--- src/inc/pin_mux_pkg.sv ---
package pin_mux_pkg;

    // ------------------------------------------------------------
    // Pin indices
    // ------------------------------------------------------------
    localparam int PIN_N           = 12;
    localparam int PIN_PORT0_BIT0  = 0;
    localparam int PIN_PORT0_BIT1  = 1;
    localparam int PIN_PORT0_BIT2  = 2;
    localparam int PIN_PORT1_BIT1  = 3;
    localparam int PIN_PORT1_BIT2  = 4;
    localparam int PIN_PORT1_BIT3  = 5;
    localparam int PIN_PORT2_BIT0  = 6;
    localparam int PIN_PORT2_BIT1  = 7;
    localparam int PIN_PORT3_BIT0  = 8;
    localparam int PIN_PORT3_BIT1  = 9;
    localparam int PIN_PORT_D_BIT2 = 10;
    localparam int PIN_PORT_D_BIT3 = 11;

    // ------------------------------------------------------------
    // Synchroniser lanes: the pins, then the two mode pins
    // ------------------------------------------------------------
    localparam int SYNC_W          = PIN_N + 2;
    localparam int SYNC_PROG_SUPPLY = PIN_N;
    localparam int SYNC_RESET_PIN  = PIN_N + 1;

    // ------------------------------------------------------------
    // Programming link
    // ------------------------------------------------------------
    localparam int PROG_WORD_W     = 8;
    localparam int PROG_CNT_W      = 3;
    localparam logic [PROG_CNT_W-1:0] PROG_CNT_LAST = 3'h7;
    localparam logic [PROG_CNT_W-1:0] PROG_CNT_RST  = 3'h0;
    localparam logic [PROG_WORD_W-1:0] PROG_WORD_RST = 8'h00;

    // ------------------------------------------------------------
    // Carriers
    // ------------------------------------------------------------
    typedef struct packed {
        logic out;
        logic oe;
    } pad_drive_t;

    localparam pad_drive_t PAD_DRIVE_RST = '{out: 1'b0, oe: 1'b0};

    typedef struct packed {
        logic sio_rx_en;
        logic sio_tx_en;
        logic sio_tx_data;
        logic sio_clk_en;
        logic sio_clk_out_sel;
        logic sio_clk_out;
        logic t1_en;
        logic t1_out_sel;
        logic t1_out;
        logic t0_en;
        logic t0_out_sel;
        logic t0_out;
        logic int_en;
    } periph_ctl_t;

    typedef struct packed {
        logic serial_rx;
        logic sio_clk_in;
        logic t1_in;
        logic t0_in;
        logic int_in;
    } periph_in_t;

    localparam periph_in_t PERIPH_IN_RST = '{default: 1'b0};

    typedef enum logic [1:0] {
        LINK_IDLE,
        LINK_PROGRAM,
        LINK_READ
    } link_state_t;

endpackage

--- src/hw/pin_sync.sv ---
`timescale 1ns/1ns
module pin_sync
    import pin_mux_pkg::*;
#(
    parameter int W = 1
) (
    input  wire logic         ref_clk,
    input  wire logic         sys_rst,
    input  wire logic [W-1:0] raw,
    output logic      [W-1:0] level
);

    logic [W-1:0] stage1;
    logic [W-1:0] stage2;
    logic [W-1:0] stage3;

    always_ff @(posedge ref_clk or posedge sys_rst) begin
        if (sys_rst) begin
            stage1 <= '0;
            stage2 <= '0;
            stage3 <= '0;
        end else begin
            stage1 <= raw;
            stage2 <= stage1;
            stage3 <= stage2;
        end
    end

    // A lane changes only once the second and third stages agree
    always_ff @(posedge ref_clk or posedge sys_rst) begin
        if (sys_rst) begin
            level <= '0;
        end else begin
            for (int i = 0; i < W; i++) begin
                if (stage2[i] == stage3[i]) begin
                    level[i] <= stage3[i];
                end
            end
        end
    end

endmodule

--- src/hw/pin_cell.sv ---
`timescale 1ns/1ns
module pin_cell
    import pin_mux_pkg::*;
(
    input  wire logic       port_out,
    input  wire logic       port_dir,
    input  wire logic       periph_own,
    input  wire logic       periph_out,
    input  wire logic       prog_mode,
    input  wire logic       prog_use,
    input  wire pad_drive_t prog_drive,
    output pad_drive_t      drive
);

    always_comb begin
        if (prog_mode) begin
            // Pins the link does not use float while programming
            drive = prog_use ? prog_drive : PAD_DRIVE_RST;
        end else if (periph_own) begin
            drive.out = periph_out;
            drive.oe  = 1'b1;
        end else begin
            drive.out = port_out;
            drive.oe  = port_dir;
        end
    end

endmodule

--- src/hw/shared_pin_function_mux.sv ---
// Functional notes
// - Port2 bit0 is two-way programming data
// - Port2 bit1 is sampled programming clock
// - Port D bit3 selects read or program
// - Port0 bit0 stays in/out with serial receive
// - Port0 bit1 readable while serial transmit drives
// - Port0 bit2 readable while serial clock used
// - Port1 bit1 usable with timer1 count pin
// - Port1 bit2 usable with timer0 count pin
// - Port1 bit3 in/out with external interrupt
// - Analog-shared pins keep digital in/out
`timescale 1ns/1ns
module shared_pin_function_mux
    import pin_mux_pkg::*;
(
    input  wire logic                   ref_clk,
    input  wire logic                   sys_rst,
    input  wire logic [PIN_N-1:0]       pad_in,
    output pad_drive_t [PIN_N-1:0]      pad_drive,
    input  wire logic                   prog_supply_pin,
    input  wire logic                   reset_pin,
    input  wire logic [PIN_N-1:0]       port_latch,
    input  wire logic [PIN_N-1:0]       port_dir,
    output logic      [PIN_N-1:0]       port_rd,
    input  wire periph_ctl_t            periph_ctl,
    output periph_in_t                  periph_in,
    output logic                        prog_mode,
    output logic                        prog_pulse,
    output logic [PROG_WORD_W-1:0]      prog_word,
    output logic                        prog_word_valid,
    input  wire logic [PROG_WORD_W-1:0] prog_tx_word,
    output logic                        prog_tx_taken
);

    // ------------------------------------------------------------
    // Pin sampling
    // ------------------------------------------------------------
    logic [SYNC_W-1:0] sync_raw;
    logic [SYNC_W-1:0] sync_level;
    logic [PIN_N-1:0]  pin_level;

    assign sync_raw = {reset_pin, prog_supply_pin, pad_in};

    pin_sync #(
        .W       (SYNC_W)
    ) u_pin_sync (
        .ref_clk (ref_clk),
        .sys_rst (sys_rst),
        .raw     (sync_raw),
        .level   (sync_level)
    );

    assign pin_level = sync_level[PIN_N-1:0];

    // ------------------------------------------------------------
    // Writing mode detection
    // ------------------------------------------------------------
    logic mode_req;

    // Entry needs the supply pin raised and reset held low
    assign mode_req = sync_level[SYNC_PROG_SUPPLY] & ~sync_level[SYNC_RESET_PIN];

    always_ff @(posedge ref_clk or posedge sys_rst) begin
        if (sys_rst) begin
            prog_mode <= 1'b0;
        end else begin
            prog_mode <= mode_req;
        end
    end

    // ------------------------------------------------------------
    // Programming link
    // ------------------------------------------------------------
    link_state_t             link_state;
    logic                    sclk_prev;
    logic                    sclk_rise;
    logic                    sclk_fall;
    logic                    pulse_prev;
    logic [PROG_CNT_W-1:0]   bit_cnt;
    logic [PROG_WORD_W-1:0]  rx_shift;
    logic [PROG_WORD_W-1:0]  tx_shift;
    logic                    sda_out;
    pad_drive_t              link_sda;

    assign sclk_rise = pin_level[PIN_PORT2_BIT1] & ~sclk_prev;
    assign sclk_fall = ~pin_level[PIN_PORT2_BIT1] & sclk_prev;

    always_ff @(posedge ref_clk or posedge sys_rst) begin
        if (sys_rst) begin
            sclk_prev  <= 1'b0;
            pulse_prev <= 1'b0;
            prog_pulse <= 1'b0;
        end else begin
            sclk_prev  <= pin_level[PIN_PORT2_BIT1];
            pulse_prev <= pin_level[PIN_PORT_D_BIT3];
            prog_pulse <= prog_mode & pin_level[PIN_PORT_D_BIT3];
        end
    end

    // High pulse level writes into the device, low level reads it out
    always_ff @(posedge ref_clk or posedge sys_rst) begin
        if (sys_rst) begin
            link_state <= LINK_IDLE;
        end else if (!prog_mode) begin
            link_state <= LINK_IDLE;
        end else begin
            case (link_state)
                LINK_IDLE: begin
                    link_state <= pin_level[PIN_PORT_D_BIT3] ? LINK_PROGRAM : LINK_READ;
                end
                LINK_PROGRAM: begin
                    if (!pin_level[PIN_PORT_D_BIT3]) begin
                        link_state <= LINK_READ;
                    end
                end
                LINK_READ: begin
                    if (pin_level[PIN_PORT_D_BIT3]) begin
                        link_state <= LINK_PROGRAM;
                    end
                end
                default: begin
                    link_state <= LINK_IDLE;
                end
            endcase
        end
    end

    // Bit counter restarts whenever the operation changes
    always_ff @(posedge ref_clk or posedge sys_rst) begin
        if (sys_rst) begin
            bit_cnt <= PROG_CNT_RST;
        end else if (!prog_mode || (pulse_prev != pin_level[PIN_PORT_D_BIT3])) begin
            bit_cnt <= PROG_CNT_RST;
        end else if (sclk_rise && link_state != LINK_IDLE) begin
            bit_cnt <= bit_cnt + 1'b1;
        end
    end

    // Program: data sampled on clock rise, most significant bit first
    always_ff @(posedge ref_clk or posedge sys_rst) begin
        if (sys_rst) begin
            rx_shift        <= PROG_WORD_RST;
            prog_word       <= PROG_WORD_RST;
            prog_word_valid <= 1'b0;
        end else begin
            prog_word_valid <= 1'b0;
            if (link_state == LINK_PROGRAM && sclk_rise) begin
                rx_shift <= {rx_shift[PROG_WORD_W-2:0], pin_level[PIN_PORT2_BIT0]};
                if (bit_cnt == PROG_CNT_LAST) begin
                    prog_word       <= {rx_shift[PROG_WORD_W-2:0], pin_level[PIN_PORT2_BIT0]};
                    prog_word_valid <= 1'b1;
                end
            end
        end
    end

    // Read: word loaded before the first bit and again at the eighth clock fall, shifted out on clock fall
    always_ff @(posedge ref_clk or posedge sys_rst) begin
        if (sys_rst) begin
            tx_shift      <= PROG_WORD_RST;
            sda_out       <= 1'b0;
            prog_tx_taken <= 1'b0;
        end else begin
            prog_tx_taken <= 1'b0;
            if (link_state != LINK_READ) begin
                tx_shift <= prog_tx_word;
                sda_out  <= prog_tx_word[PROG_WORD_W-1];
            end else if (sclk_fall) begin
                if (bit_cnt == PROG_CNT_RST) begin
                    tx_shift      <= prog_tx_word;
                    sda_out       <= prog_tx_word[PROG_WORD_W-1];
                    prog_tx_taken <= 1'b1;
                end else begin
                    tx_shift <= {tx_shift[PROG_WORD_W-2:0], 1'b0};
                    sda_out  <= tx_shift[PROG_WORD_W-2];
                end
            end
        end
    end

    // Data line is driven only during a read
    assign link_sda.out = sda_out;
    assign link_sda.oe  = (link_state == LINK_READ);

    // ------------------------------------------------------------
    // Peripheral ownership of shared pins
    // ------------------------------------------------------------
    logic [PIN_N-1:0] periph_own;
    logic [PIN_N-1:0] periph_out;
    logic [PIN_N-1:0] prog_use;
    pad_drive_t [PIN_N-1:0] prog_drive;
    pad_drive_t [PIN_N-1:0] next_pad_drive;

    // Input-only functions never take the output away from the port
    always_comb begin
        periph_own = '0;
        periph_out = '0;
        periph_own[PIN_PORT0_BIT1] = periph_ctl.sio_tx_en;
        periph_out[PIN_PORT0_BIT1] = periph_ctl.sio_tx_data;
        periph_own[PIN_PORT0_BIT2] = periph_ctl.sio_clk_en & periph_ctl.sio_clk_out_sel;
        periph_out[PIN_PORT0_BIT2] = periph_ctl.sio_clk_out;
        periph_own[PIN_PORT1_BIT1] = periph_ctl.t1_en & periph_ctl.t1_out_sel;
        periph_out[PIN_PORT1_BIT1] = periph_ctl.t1_out;
        periph_own[PIN_PORT1_BIT2] = periph_ctl.t0_en & periph_ctl.t0_out_sel;
        periph_out[PIN_PORT1_BIT2] = periph_ctl.t0_out;
    end

    always_comb begin
        prog_use   = '0;
        prog_drive = '{default: PAD_DRIVE_RST};
        prog_use[PIN_PORT2_BIT0]   = 1'b1;
        prog_drive[PIN_PORT2_BIT0] = link_sda;
        prog_use[PIN_PORT2_BIT1]   = 1'b1;
        prog_use[PIN_PORT_D_BIT3]  = 1'b1;
    end

    genvar g;
    generate
        for (g = 0; g < PIN_N; g++) begin : g_cell
            pin_cell u_pin_cell (
                .port_out   (port_latch[g]),
                .port_dir   (port_dir[g]),
                .periph_own (periph_own[g]),
                .periph_out (periph_out[g]),
                .prog_mode  (prog_mode),
                .prog_use   (prog_use[g]),
                .prog_drive (prog_drive[g]),
                .drive      (next_pad_drive[g])
            );
        end
    endgenerate

    // Analog-shared pins pass through the plain port path
    always_ff @(posedge ref_clk or posedge sys_rst) begin
        if (sys_rst) begin
            pad_drive <= '{default: PAD_DRIVE_RST};
        end else begin
            pad_drive <= next_pad_drive;
        end
    end

    // ------------------------------------------------------------
    // Read-back and peripheral inputs
    // ------------------------------------------------------------
    always_ff @(posedge ref_clk or posedge sys_rst) begin
        if (sys_rst) begin
            port_rd <= '0;
        end else begin
            port_rd <= pin_level;
        end
    end

    always_ff @(posedge ref_clk or posedge sys_rst) begin
        if (sys_rst) begin
            periph_in <= PERIPH_IN_RST;
        end else begin
            periph_in.serial_rx  <= periph_ctl.sio_rx_en & pin_level[PIN_PORT0_BIT0];
            periph_in.sio_clk_in <= periph_ctl.sio_clk_en & ~periph_ctl.sio_clk_out_sel
                                    & pin_level[PIN_PORT0_BIT2];
            periph_in.t1_in      <= periph_ctl.t1_en & ~periph_ctl.t1_out_sel
                                    & pin_level[PIN_PORT1_BIT1];
            periph_in.t0_in      <= periph_ctl.t0_en & ~periph_ctl.t0_out_sel
                                    & pin_level[PIN_PORT1_BIT2];
            periph_in.int_in     <= periph_ctl.int_en & pin_level[PIN_PORT1_BIT3];
        end
    end

endmodule

--- config.mk ---
export PLATFORM = sky130hd
export DESIGN_NAME = shared_pin_function_mux
export DESIGN_NICKNAME = d
export VERILOG_FILES = /design/src/inc/pin_mux_pkg.sv /design/src/hw/pin_sync.sv /design/src/hw/pin_cell.sv /design/src/hw/shared_pin_function_mux.sv
export SDC_FILE = /design/constraint.sdc
export NUM_CORES = 1
export LEC_CHECK = 0
export BUFFER_PORTS_ARGS = -buffer_cell sky130_fd_sc_hd__buf_2
export CAP_MARGIN = 0
export CELL_PAD_IN_SITES_DETAIL_PLACEMENT = 1
export CELL_PAD_IN_SITES_GLOBAL_PLACEMENT = 1
export CORE_UTILIZATION = 25
export DETAILED_ROUTE_END_ITERATION = 12
export PLACE_DENSITY = 0.62
export SETUP_SLACK_MARGIN = 0.02
export SKIP_LAST_GASP = 1
export SLEW_MARGIN = 5
export SYNTH_ARGS = -nofsm -noshare
export SYNTH_HDL_FRONTEND = slang
export SYNTH_SLANG_ARGS = --single-unit
--- constraint.sdc ---
create_clock -name ref_clk -period 3.35 [get_ports ref_clk]
set_input_delay 0.1675 -clock ref_clk [delete_from_list [all_inputs] [get_ports ref_clk]]
set_output_delay 0.1675 -clock ref_clk [all_outputs]
set_load 0.005 [all_outputs]
* Word-level counts from Yosys, hierarchy flattened
Cells that the tools add are included.
W data, S select, Z words.
** Cells by class
- $add $sub $neg :: 1
- Equality and inequality tests :: 21
- Mux-type cells :: 34
- Bitwise operators :: 21
- Reduce and logical (&&, ||, !) cells :: 11
** Operators by type and width (count)
- $mux W2 :: 20
- $mux W7 :: 3
- $and A1 B1 Y1 :: 15
- $eq A1 B1 Y1 :: 14
- $mux W1 :: 8
- $mux W3 :: 2
- $ne A3 B3 Y1 const B :: 2
- $not A1 Y1 :: 6
- $pmux W2 S3 :: 1
- $reduce_bool A2 Y1 :: 3
- $reduce_and A2 Y1 :: 2
- $add A3 B1 Y3 const B :: 1
- $eq A3 B3 Y1 const B :: 1
- $logic_not A3 Y1 :: 1
- $eq A2 B1 Y1 const B :: 1
- $eq A2 B2 Y1 const B :: 1
- $logic_and A1 B1 Y1 :: 2
- $logic_not A2 Y1 :: 1
- $ne A2 B2 Y1 const B :: 1
- $logic_not A1 Y1 :: 1
- $logic_or A1 B1 Y1 :: 1
- $ne A1 B1 Y1 :: 1
** Word-level totals
- Flip-flop bits (word level) :: 131
- Input port bits :: 61
- Output and inout port bits :: 53
- Word-level logic and storage cells :: 147

* Depth between registers and ports, before layout
Gate-level depths: netlist of run 1.
- Word-level depth :: 5
- Depth in mapped cells :: 6
- Mapped depth without buffers :: 5

* Hierarchy
A second synthesis of run 1 with hierarchy kept.
** Unflattened totals
- Cell total of the unflattened synthesis :: 318
- Area, all modules :: 4501.8 µm²
** By module, submodules not included
- shared_pin_function_mux :: instances 1, cells an instance 175, area each 2533.7 µm², sequential area each 1826.8 µm²
- pin_sync :: instances 1, cells an instance 71, area each 1562.7 µm², sequential area each 1401.3 µm²
- pin_cell :: instances 12, cells an instance 6, area each 33.8 µm², sequential area each 0.0 µm²

* Worst setup path before layout of run 1
Ideal clock, no wire load.
- Path type :: flip-flop to flip-flop
- Start :: reg bit_cnt[0]
- End :: reg prog_word[0]
- Setup time :: 0.125 ns
- Arrival time :: 1.195 ns
- Required time :: 3.225 ns
- Slack :: 2.030 ns
- Cell stages (with the launch flop) :: 5
- Buffers on the path :: 0
- Period minus slack after synthesis :: 1.320 ns
- Cells stage by stage :: dfrtp_1 > ha_1 > ha_1 > nand2_4 > mux2_2
** Between the ends
- Longest elaborated chain between the ends :: 2
** Ends and longest elaborated chain
- from (decl) :: RTL line shared_pin_function_mux.sv:79 : logic [PROG_CNT_W-1:0] bit_cnt;
- from (signal assigned) :: RTL line shared_pin_function_mux.sv:135 : bit_cnt <= bit_cnt + 1'b1;
- $eq A3 B3 Y1 :: RTL line shared_pin_function_mux.sv:149 : if (bit_cnt == PROG_CNT_LAST) begin
- $reduce_and A2 Y1 (no line)
- to (signal assigned) :: RTL line shared_pin_function_mux.sv:150 : prog_word <= {rx_shift[PROG_WORD_W-2:0], pin_level[PIN_PORT2_BIT0]};
- to (decl) :: RTL line shared_pin_function_mux.sv:29 : output logic [PROG_WORD_W-1:0] prog_word,
Every way passes these cells.
A chain may end at the register's enable or synchronous reset.

* Worst setup path in the final report of run 1
- Start :: reg prog_mode
- End :: out prog_mode
** RTL lines
- from (decl) :: RTL line shared_pin_function_mux.sv:27 : output logic prog_mode,
- from (signal assigned) :: RTL line shared_pin_function_mux.sv:67 : prog_mode <= mode_req;
No word-level cell between the ends.

==> results.txt, run 1 <==
* Dominant combinational cell family by area after synthesis: simple AND/OR/NAND/NOR gates
- Max Cap Viol: 0
- R2R depth: 2
* Count of cell instances traversed by the critical path: 1
- TritonCTS built the clock tree.
- Worst R2R Start: prog_mode$_DFF_PP0_
- Final hold slack: 0.0258 ns
- Leakage power summed over all cells: 2.93 nW
- Worst supply voltage drop on vdd: 0.323 mV
- Xor/xnor cell area share of the yosys netlist: 0.207%
- Crit path largest cell delay: 1.07 ns
- Post-synthesis share of cell area spent on full adders, half adders and majority gates: 4.19%
- Post-cts hold buffer count: 48
- For flop-to-flop paths, the worst setup slack is 1.51 ns.
- The critical path is of the reg -> out type.
- Registers are responsible for 44.6% of the overall power.
* Fraction of power consumed by the clock network: 48.4%
- Portion of total power attributed to combinational logic: 7.0%
* Cell variety after synth: 28
- Cell breakdown of the critical path: buf_2
- Summing all non-filler instances in the final layout gives an area of 6140 sq um.
- The number of nets handed over by synthesis was 345.
* Diode insertion count for antenna repair: 0
* Final Hold Violating Endpoints: 0
- All-layer global routing usage: 11.7%
- The layout has 1813 filler cells.
* Smallest setup slack after layout: 1.45 ns
- Worst-path cell with the longest stage delay: sky130_fd_sc_hd__dfrtp_1
* Maximum number of pins on one net before global-route repair: 107
* Number of core rows: 47
* Worst setup path startpoint: prog_mode$_DFF_PP0_
- Switching share of power: 23.1%
- In this run the number of H-tree levels came out at 4.
- P_sw: 0.000903 W
* Setup crit start kind: register
- Mean cell area of the mapped netlist: 15.1 sq um
- In this run the power density over the cells is 636 nW/um^2.
- WL per Instance: 13.3 um
- The worst path in the final design needs a cycle of 1.90 ns, including I/O delays and setup.
* Complex-gate fraction of the synthesized area: 3.63%
* DR vias: 2774
* Synth-to-Final Area Change: 44.8%
- Total number of clock tree sinks: 129
- The longest clock path from root to sink contains 2 buffers.
* Share of post-route cells with drive strength above 1: 35.6%
* Reg2reg end: pad_drive[9]$_DFF_PP0_
- Upper clock frequency limit: 525 MHz
- Setup slack after placement: 1.70 ns
- Internal power component: 0.00300 W
* RSZ-0062 raised after global routing: false
* # Post-CTS Setup Buffers: 0
* Floorplan die width: 132 um
* IO buf count: 113
* Synthesized netlist cell count: 281
- Final sum of negative setup slack: 0 ns
- Largest fanout of any net on the critical path: 29
- Critical path arrival: 1.74 ns
* Total congestion overflow after global routing: 0
- The final layout contains 517 nets.
- The synthesized netlist devotes 9.47% of its cell area to simple gates.
- Per-cell via count in the routed design: 4.04
- The die covers 17500 sq um.
- Die height: 132 um
- DRC marker count from the first detailed-route iteration: 69
- The floorplan step defined a core boundary enclosing 16600 sq um.
* Synth Register Bits: 129
* Number of iterations in the first detailed-routing pass: 4
* Kind of cell adding the most delay to the critical path: flip-flops
- Cell Area, Placed: 5050 sq um
- Following the worst setup path forward leads to its endpoint at prog_mode.
* Final Wtd Congestion: 0.721
- Share of synthesized area occupied by flip-flops and latches: 76.2%
- Counting both buffers and inverters, the worst setup path holds a total of 1.
- The number of antenna violations at the first check in global routing was 0.
* Post-route clock skew: 0.00715 ns
- The worst path uses 56.8% of the clock period.
* Final max-slew violation count: 0
* Transition time at the pin with the least slew margin: 1.10 ns
- Yosys warnings: 0
- Vias in the first global route: 3100
* ANT nets after route: 0
- The tree is rooted in a sky130_fd_sc_hd__clkbuf_16.
* Starting utilization of the core area: 25.6%
- Setup violations remaining at the end of the flow were counted as 0.
- The later pin in the worst-skew pair is clocked with a latency of 0.41 ns.
- The number of clock buffers added by TritonCTS is 17.
* Required time worst endpoint: 3.18 ns
* Number of cells upsized or downsized after cts: 0
* Multiplexer share of the synthesized area: 4.75%
- Mapped Area: 4240 sq um
- For this run, the share of the core covered by cells in the final layout is 37.0%.
* Total detailed-routing wirelength: 9100 um
* Clock input transition at the sequential cells of the worst setup and hold paths: 0.06 ns
- Measured against its own limit, the worst slew margin works out to 27.0%.
- HP Class: in -> reg
- First-pass GRT wire length: 15600 um
- Kind of capture point of the worst setup path: output port
- Detailed Place HPWL: 5790 um
- 114 I/O pins were placed.
- Result of the run: completed
- In the routed design, unresolved DRC markers number 0.
-- cell type report --
cell class	count	area, sq um	share of cell area [%]
Inverter	4	18.8	0.306
Multi-Input combinational cell	139	943	15.4
Timing Repair Buffer	162	1070	17.4
Tap cell	220	275	4.48
Sequential cell	129	3230	52.6
Clock inverter	15	183	2.98
Clock buffer	17	425	6.93
-- stage by stage --
stage	power, W	instances
final	0.00391	686
after global routing	0.00409	686
after CTS	0.00398	686
after detailed placement	0.00201	606
after global placement	0.00199	606
after floorplan	0.00188	281
-- layout by cell type, fill, tap and decap left out, types with 4 or more instances in the layout --
cell type and n:
sky130_fd_sc_hd__a31oi_1 7, sky130_fd_sc_hd__nand3_1 13, sky130_fd_sc_hd__nor3_1 8, sky130_fd_sc_hd__a21oi_1 9
sky130_fd_sc_hd__maj3_1 14, sky130_fd_sc_hd__clkinvlp_4 5, sky130_fd_sc_hd__mux2_2 17, sky130_fd_sc_hd__dlygate4sd3_1 48
sky130_fd_sc_hd__dfrtp_1 129, sky130_fd_sc_hd__clkbuf_16 17, sky130_fd_sc_hd__nor2b_1 16, sky130_fd_sc_hd__o21ai_0 11
sky130_fd_sc_hd__inv_6 4, sky130_fd_sc_hd__buf_2 113, sky130_fd_sc_hd__nor2_1 11, sky130_fd_sc_hd__nand2_1 13
-- cells by family (layout without fill, tap and decap cells) --
family                     Yosys count  in the layout
DFF                                129            129
and+or+nand+nor                     75             75
adders and majority gates           17             17
xor gates and xnor gates             1              1
AOI/OAI and AO/OA                   28             28
muxes                               18             18
buffers and inverters               13            198
-- Yosys cell counts --
cell type / count / area (sq um)
sky130_fd_sc_hd__a21oi_1: 9 / 45.0
sky130_fd_sc_hd__a31oi_1: 7 / 43.8
sky130_fd_sc_hd__a32o_1: 1 / 10.0
sky130_fd_sc_hd__and2_1: 3 / 18.8
sky130_fd_sc_hd__and2b_1: 3 / 22.5
sky130_fd_sc_hd__and3_1: 1 / 6.26
sky130_fd_sc_hd__and4bb_1: 1 / 12.5
sky130_fd_sc_hd__buf_2: 3 / 15.0
sky130_fd_sc_hd__buf_4: 2 / 15.0
sky130_fd_sc_hd__buf_6: 1 / 11.3
sky130_fd_sc_hd__clkbuf_1: 3 / 11.3
sky130_fd_sc_hd__dfrtp_1: 129 / 3230
sky130_fd_sc_hd__ha_1: 3 / 37.5
sky130_fd_sc_hd__inv_1: 4 / 15.0
sky130_fd_sc_hd__maj3_1: 14 / 140
sky130_fd_sc_hd__mux2_2: 17 / 191
sky130_fd_sc_hd__mux2i_1: 1 / 10.0
sky130_fd_sc_hd__nand2_1: 13 / 48.8
sky130_fd_sc_hd__nand2_4: 1 / 11.3
sky130_fd_sc_hd__nand2b_1: 1 / 6.26
sky130_fd_sc_hd__nand3_1: 13 / 65.1
sky130_fd_sc_hd__nor2_1: 11 / 41.3
sky130_fd_sc_hd__nor2b_1: 16 / 100
sky130_fd_sc_hd__nor3_1: 8 / 40.0
sky130_fd_sc_hd__o21ai_0: 11 / 55.1
sky130_fd_sc_hd__or2_2: 1 / 6.26
sky130_fd_sc_hd__or2b_1: 3 / 22.5
sky130_fd_sc_hd__xnor2_1: 1 / 8.76
-- power groups by stage --
stage	clock (W)	combinational, W	sequential [W]
3_3_place_gp	0	0.000228	0.00177
3_5_place_dp	0	0.000236	0.00177
5_1_grt	0.00202	0.000311	0.00176
6_report	0.00189	0.000275	0.00174
4_1_cts	0.00195	0.000282	0.00175
2_1_floorplan	0	0.000123	0.00175
-- state kept, by name, summed over array words and instances (netlist names), 7 cells and up --
signal	count
u_pin_sync.stage1	14
u_pin_sync.level	14
tx_shift	7
port_rd	12
u_pin_sync.stage2	14
rx_shift	7
u_pin_sync.stage3	14
pad_drive	24
prog_word	8
-- per-layer routing --
layer / vias to the layer above / share of wire, % / track usage [%]
li1: 1290 / - / -
met1: 1390 / 43 / 13.7
met2: 75 / 51 / 19.2
met3: 19 / 4.3 / 3.31
met4: 0 / 2.6 / 7.15
met5: - / 0 / 0
-- how the worst min path moves through the flow --
| stage | slack, ns | end | from | depth (start not counted) |
|---|---|---|---|---|
| floorplan | 0.20 | u_pin_sync.stage1[0]$_DFF_PP0_ | pad_in[0] | 0 |
| global placement | 0.23 | u_pin_sync.stage1[0]$_DFF_PP0_ | sys_rst | 2 |
| detailed placement | 0.25 | port_rd[9]$_DFF_PP0_ | sys_rst | 2 |
| CTS | 0.006 | pad_drive[7]$_DFF_PP0_ | periph_ctl[4] | 3 |
| global route | 0.02 | pad_drive[0]$_DFF_PP0_ | port_dir[0] | 2 |
| finish | 0.03 | pad_drive[0]$_DFF_PP0_ | port_dir[0] | 2 |
(Power assumes the default switching activity.)
==> run 2, diff against run 1 <==
Settings changed: ABC_AREA from default to 1, PLACE_DENSITY 0.62 to 0.64.
Clock period 3.35 ns to 1.6 ns, I/O delays scaled along.
==> run 2 against run 1 <==
Effect of this change: sequential power is 110% higher; sequential share of layout area is 2.0 points lower; hold slack worse by 0.012 ns; via count is 13% higher; clock power is 100% higher; area after synthesis is 2.3% higher; global-route usage is 1.5 points higher; sequential cell count stayed put.
==> results.txt, run 2 <==
- Result of the run: completed
- The area growth from synthesis to layout is 47.4%.
- Slew headroom: 66.5%
- Max reg flops: 24
- The cell that appears most often on the critical path is sky130_fd_sc_hd__nand2_1.
* Setup crit start kind: register
* Yosys warnings: 0
* Total CTS buffers: 17
* Commonest register cell after synthesis: sky130_fd_sc_hd__dfrtp_1
- The share of synthesized area in the top cell type comes to 74.5%.
- The worst register-to-register path has a depth of 7.
- The number of pins with negative max-slew slack in the final report came to 0.
- The synthesized netlist contains 21 unique library cells.
- Setup-violating endpoint count in the final report: 0
- RSZ-0062 raised after global routing: false
- Share of post-route cells with drive strength above 1: 28.4%
* Kind of capture point of the worst setup path: register
* IO buf count: 113
- Final sum of negative setup slack: 0 ns
- Upper clock frequency limit: 741 MHz
* Most common library cell in the layout ignoring fill and taps: sky130_fd_sc_hd__dfrtp_1
* Critical Setup Path Class: reg -> reg
- Register name with the most flops: pad_drive
- Starting utilization of the core area: 25.9%
* Required time worst endpoint: 1.89 ns
- Number of enable flip-flop cells after synthesis: 0
- Critical path arrival: 1.64 ns
- TritonCTS built the clock tree.
- First-pass GRT wire length: 18000 um
* Root buffer cell: sky130_fd_sc_hd__clkbuf_16
- Number of iterations in the first detailed-routing pass: 4
- After detailed routing, the number of remaining DRC violations is 0.
* Maximum count of clock buffers along a single path: 2
- Most frequent cells in the layout: sky130_fd_sc_hd__dfrtp_1, sky130_fd_sc_hd__buf_2, sky130_fd_sc_hd__nand2_1
* Cell breakdown of the critical path: inv_1, ha_1, nand2_1, nand2_4, nand2_1, nand3_1, nand2_1
- HP Class: in -> reg
- The region available for standard cell placement spans 16800 sq um.
- The number of antenna violations at the first check in global routing was 0.
- R2r setup slk: 0.25 ns
* Post-layout nets: 615
* # Post-CTS Setup Buffers: 0
- For the pin with the worst max-slew slack, the measured transition is 0.501 ns.
* Critical hold path startpoint: prog_tx_word[3]
- Final Hold Violating Endpoints: 0
- Gates resized during post-CTS repair numbered 0.
* Final hold slack: 0.0137 ns
- The clock drives 129 sinks.
- The path with the worst hold slack has its endpoint at tx_shift[3]$_DFFE_PP0P_.
- Clock insertion delay at the later pin of the skew report: 0.41 ns
- The number of antenna diodes in the final layout is 0.
- The number of global-route vias before repair was 3636.
- Number of cells on the worst hold path: 5
- The HPWL after detailed placement is 6570 um.
- Post-route minimum period: 1.35 ns
- Number of core rows: 47
* Final Wtd Congestion: 0.703
* DRC marker count from the first detailed-route iteration: 88
- On the worst path, the slowest cell contributes a delay of 0.39 ns.
- Once detail routing completed, the nets flagged for antenna violations numbered 0.
* Maximum level of the CTS H-tree: 4
- Among all stages on the critical path, the largest delay is contributed by sky130_fd_sc_hd__dfrtp_1.
- Worst R2R Start: bit_cnt[0]$_DFFE_PP0P_
* Power density of the placed cells: 1280 nW/um^2
* Reg2reg end: tx_shift[1]$_DFFE_PP0P_
- The total overflow left after global routing is 0.
* Synthesized netlist cell count: 361
- Mean cell area of the mapped netlist: 12.0 sq um
- After clock tree synthesis, the clock-pin slew on the worst setup and hold paths is 0.05 ns.
- Total detailed-routing wirelength: 10500 um
- Using the TritonRoute via totals, the vias-per-cell ratio works out to 4.01.
- In the post-synthesis netlist, the biggest area contributors are sky130_fd_sc_hd__dfrtp_1, sky130_fd_sc_hd__nand2_1, sky130_fd_sc_hd__inv_1.
- The die is 134 um tall.
- Die Footprint: 17900 sq um
- Along the worst path, the maximum fanout reaches 9.
* Synth Register Bits: 129
- Across all layers, the routed design uses 3136 vias.
- Dividing the detail-routed wire length by the instance count gives 13.4 um.
* Crit path buf inv count: 1
- Global routing used 13.2% of the available tracks across all layers.
* Synth cell count leaders: sky130_fd_sc_hd__dfrtp_1, sky130_fd_sc_hd__nand2_1, sky130_fd_sc_hd__inv_1
- Between clock sinks in the finished design, the worst skew comes to 0.00837 ns.
* Mapped Area: 4340 sq um
- Max Cap Viol: 0
- Most common cell in the netlist: sky130_fd_sc_hd__dfrtp_1
* Worst supply voltage drop on vdd: 0.638 mV
- Synthesized Nets: 425
* Share of async-settable or async-resettable flops after synthesis: 100%
- Kind of cell adding the most delay to the critical path: simple AND/OR/NAND/NOR gates
- Measured along the x axis, the die boundary spans 134 um.
- Leakage power summed over all cells: 3.32 nW
* Maximum number of pins on one net before global-route repair: 60
- Ratio of final minimum period to clock period: 84.3%
- Share of synthesized area occupied by flip-flops and latches: 74.5%
* Number of top-level pins: 114
- Cell type contributing the most total cell area after synthesis: sky130_fd_sc_hd__dfrtp_1
run 2: area by class of cell:
class,instances,area (sq um)
Timing Repair Buffer,175,1200
Clock buffer,21,460
Multi-Input combinational cell,176,885
Sequential cell,129,3230
Tap cell,220,275
Fill cell,1889,10400
Clock inverter,10,135
Inverter,52,204
run 2: stage by stage:
step | worst slack [ns] | instances | utilization, % | cell area, sq um | total power (W)
floorplan | -0.0752 | 361 | - | 4340 | 0.00393
global route | 0.115 | 783 | 38.1 | 6390 | 0.00853
detailed placement | 0.250 | 694 | 31.1 | 5210 | 0.00424
finish | 0.251 | 783 | 38.1 | 6390 | 0.00815
CTS | 0.242 | 783 | 38.1 | 6390 | 0.00829
global placement | 0.319 | 694 | 31.1 | 5210 | 0.00420
run 2: worst min-delay path: stages:
cell                      delay, ns
sky130_fd_sc_hd__buf_2         0.07
sky130_fd_sc_hd__inv_1         0.04
sky130_fd_sc_hd__nand2_1       0.05
sky130_fd_sc_hd__nand3_1       0.08
sky130_fd_sc_hd__nand2_1       0.06
run 2: kinds of logic (layout without fill, tap and decap cells):
logic type                 count (synthesis)  count (layout)  share of synthesized area [%]
DFF                                      129             129                           74.5
AOI/OAI and AO/OA                         17              17                           1.96
and+or+nand+nor                          142             142                           14.3
adders and majority gates                 17              17                           4.10
buffers and inverters                     56             258                           5.14
run 2: power by group:
part / internal, W / switching (W)
combinational: 0.000319 / 0.000346
sequential: 0.00351 / 0.000115
clock: 0.00252 / 0.00135
run 2: layer usage:
layer	track usage (%)	vias up	routed length [um]
met5	0	-	0
met4	5.30	0	174
met3	4.45	14	546
met2	23.8	82	5660
met1	14.1	1555	4080
li1	-	1485	-
run 2: worst max-delay path by stage:
stage | slack (ns) | start | cells past startpoint | to
after floorplan | -0.08 | sys_rst | 1 | bit_cnt[0]$_DFFE_PP0P_
after global placement | 0.32 | bit_cnt[0]$_DFFE_PP0P_ | 7 | sda_out$_DFFE_PP0P_
after detailed placement | 0.25 | bit_cnt[0]$_DFFE_PP0P_ | 7 | tx_shift[1]$_DFFE_PP0P_
after CTS | 0.24 | bit_cnt[0]$_DFFE_PP0P_ | 7 | tx_shift[1]$_DFFE_PP0P_
after global routing | 0.11 | bit_cnt[0]$_DFFE_PP0P_ | 7 | sda_out$_DFFE_PP0P_
final | 0.25 | bit_cnt[0]$_DFFE_PP0P_ | 7 | tx_shift[1]$_DFFE_PP0P_
run 2: timing repair:
| item | in CTS | in global routing |
|---|---|---|
| hold buffers | 58 | 0 |
| hold endpoints to repair | 67 | 0 |
| setup endpoints to repair | 0 | 0 |
==> run 3, diff against run 2 <==
Settings changed: PLACE_DENSITY 0.64 to 0.62.
Clock period 1.6 ns to 1.33 ns, I/O delays scaled along.
==> run 3 against run 2 <==
Effect of this change: die area unchanged; total power increased by 22%; non-clock buffer count increased by 3; hold slack improved by 0.042 ns; register-to-register slack got worse by 0.13 ns; combinational power up 23%; sequential share of layout area down 0.52 points; sequential power grew 20%; clock power increased by 23%; clock-buffer cell count decreased by 2; sequential cell count unchanged.
==> results.txt, run 3 (synthesized netlist as in run 2, its figures left out) <==
- The number of hold-slack violations in the final timing report was 0.
- At the later pin of the worst-skew pair, clock insertion delay measures 0.41 ns.
- TritonCTS clock tree: built
* Detailed Place HPWL: 6380 um
- The number of global-route vias before repair is 3620.
- Worst supply voltage drop on vdd: 0.800 mV
- Setup slack after placement: -0.0126 ns
- Across every metal layer, demand over resource in global routing totals 13.0%.
- Counting tap cells, the placed design contains a total of 695 instances.
- The final layout contains routed wiring with a total length of 10400 um.
- The path class of the tightest hold or removal check is in -> reg.
* Upper clock frequency limit: 828 MHz
- Compared with the post-synthesis result, the final layout area differs by 48.9%.
* Number of top-level pins: 114
- The worst setup path is captured at a register.
- Die height: 134 um
* First-pass GRT wire length: 17700 um
* # Post-CTS Setup Buffers: 0
- Core Footprint: 16800 sq um
* WL per Instance: 13.2 um
- The path with the worst hold slack has its endpoint at pad_drive[8]$_DFF_PP0_.
* Diode insertion count for antenna repair: 0
- Setup-violating endpoint count in the final report: 0
* Total Power: 0.00993 W
- Clock tree synthesis inserted a total of 17 buffers.
- In this run the critical register-to-register path is captured at tx_shift[5]$_DFFE_PP0P_.
- Total congestion overflow after global routing: 0
- Floorplan die width: 134 um
- Max Cap Viol: 0
* Maximum number of pins on one net before global-route repair: 74
- Largest fanout of any net on the critical path: 9
- Leakage power summed over all cells: 3.34 nW
- Share of post-route cells with drive strength above 1: 29.3%
* Critical path arrival: 1.51 ns
* Register name with the most flops: pad_drive
- Routability-driven placement finished with a final weighted congestion of 0.709.
- In the routed layout, each cell is associated on average with a via count of 3.96.
* Most common library cell in the layout ignoring fill and taps: sky130_fd_sc_hd__dfrtp_1
* Area of the multi-input gates: 903 sq um
- The register with the most flip-flops in the layout has 24 of them.
- Clock input transition at the sequential cells of the worst setup and hold paths: 0.06 ns
* RSZ-0062 raised after global routing: true
* Die Footprint: 17900 sq um
* Number of core rows: 47
- Starting utilization of the core area: 25.9%
- The count of cells in the finished layout, fillers not included, comes to 787.
* Final sum of negative setup slack: 0 ns
- Total number of clock tree sinks: 129
* Count of fill cells added during filler insertion: 1855
- Power density of the placed cells: 1540 nW/um^2
* Final max-slew violation count: 0
* Worst R2R Start: bit_cnt[0]$_DFFE_PP0P_
- DR vias: 3118
- Smallest setup slack after layout: 0.123 ns
- Transition time at the pin with the least slew margin: 0.381 ns
- Number of iterations in the first detailed-routing pass: 4
* Root buffer cell: sky130_fd_sc_hd__clkbuf_16
- For the worst flop-to-flop path, the logic depth is 7.
- The number of antenna violations at the first check in global routing came to 0.
- Post-route clock skew: 0.00548 ns
- Setup crit start kind: register
* Critical hold path startpoint: periph_ctl[3]
- Maximum level of the CTS H-tree: 4
* Critical Setup Path Class: reg -> reg
- Number of cells on the worst hold path: 5
* Post-layout nets: 619
- Headroom to the max-slew limit came out at 74.6%.
* Ratio of final minimum period to clock period: 90.8%
- Registers take 3230 sq um.
- IO buf count: 113
- In this run the remaining antenna-violating nets after routing total 0.
* Most frequent cells in the layout: sky130_fd_sc_hd__dfrtp_1, sky130_fd_sc_hd__buf_2, sky130_fd_sc_hd__nand2_1
- Cells fill 38.5% of the core in the end.
- After the first detailed-routing iteration, the DRC count stood at 112.
- The smallest clock period supported by the final layout is computed as 1.21 ns.
- Result of the run: completed
- Setup slack on the worst reg-to-reg path comes out at 0.12 ns.
- Required time worst endpoint: 1.63 ns
* Number of design rule violations left after detail routing: 0
- Maximum count of clock buffers along a single path: 2
run 3: changes by cell type in the layout (fill, tap and decap cells not counted), sizes merged:
cell	previous run	this run
clkbuf	21	19
dlygate4sd3	58	60
buf	117	118
clkinvlp	2	3
inv	50	51
nand2	83	84
run 3: timing repair:
action,CTS,global route
hold endpoints to repair,180,0
resized for setup,1,4
cloned,0,1
hold buffers,60,0
setup endpoints to repair,8,17
pin swaps,0,2
run 3: area by class of cell:
class / count / share of cell area, %
sequential: 129 / 50.0
clock buffer: 19 / 7.02
multi-input combinational: 177 / 14.0
timing repair buffer: 178 / 19.1
inverter: 52 / 3.16
tap: 220 / 4.26
clock inverter: 12 / 2.46
run 3: report_power, final:
| part | leakage (nW) | internal (W) | total, W | switching [W] |
|---|---|---|---|---|
| combinational | 1.47 | 0.000396 | 0.000819 | 0.000423 |
| clock | 0.295 | 0.00304 | 0.00475 | 0.00171 |
| sequential | 1.58 | 0.00422 | 0.00436 | 0.000140 |
| total | 3.34 | 0.00766 | 0.00993 | 0.00227 |
run 3: worst max path at each step:
stage | startpoint | end | slack (ns) | cells past startpoint
after detailed placement | bit_cnt[0]$_DFFE_PP0P_ | tx_shift[5]$_DFFE_PP0P_ | -0.01 | 7
after CTS | prog_mode$_DFF_PP0_ | prog_mode | 0.05 | 2
after floorplan | sys_rst | bit_cnt[0]$_DFFE_PP0P_ | -0.33 | 1
after global placement | bit_cnt[0]$_DFFE_PP0P_ | sda_out$_DFFE_PP0P_ | 0.04 | 7
after global routing | bit_cnt[0]$_DFFE_PP0P_ | prog_word[5]$_DFFE_PP0P_ | 0.02 | 5
final | bit_cnt[0]$_DFFE_PP0P_ | tx_shift[5]$_DFFE_PP0P_ | 0.12 | 7
run 3: per-stage QoR:
step | area (sq um) | hold slack [ns]
after floorplan | 4340 | 0.0979
after CTS | 6430 | 0.00260
after global routing | 6450 | 0.0721
final | 6450 | 0.0562
after detailed placement | 5220 | 0.177
after global placement | 5220 | 0.177
run 3: metal layers:
layer  share of wire, %  vias up  global-route usage, %
met4                1.9        0                   5.74
li1                   -     1495                      -
met5                  0        -                      0
met1                 41     1524                   14.5
met3                5.4       18                   4.79
met2                 52       81                   22.3
run 3: worst max-delay path, stage by stage, from the launching register on:
cell                      delay, ns
sky130_fd_sc_hd__dfrtp_1       0.40
sky130_fd_sc_hd__inv_1         0.08
sky130_fd_sc_hd__ha_1          0.19
sky130_fd_sc_hd__nand2_4       0.10
sky130_fd_sc_hd__nand2_4       0.11
sky130_fd_sc_hd__nand2_1       0.07
sky130_fd_sc_hd__nand3_1       0.08
sky130_fd_sc_hd__nand2_1       0.06
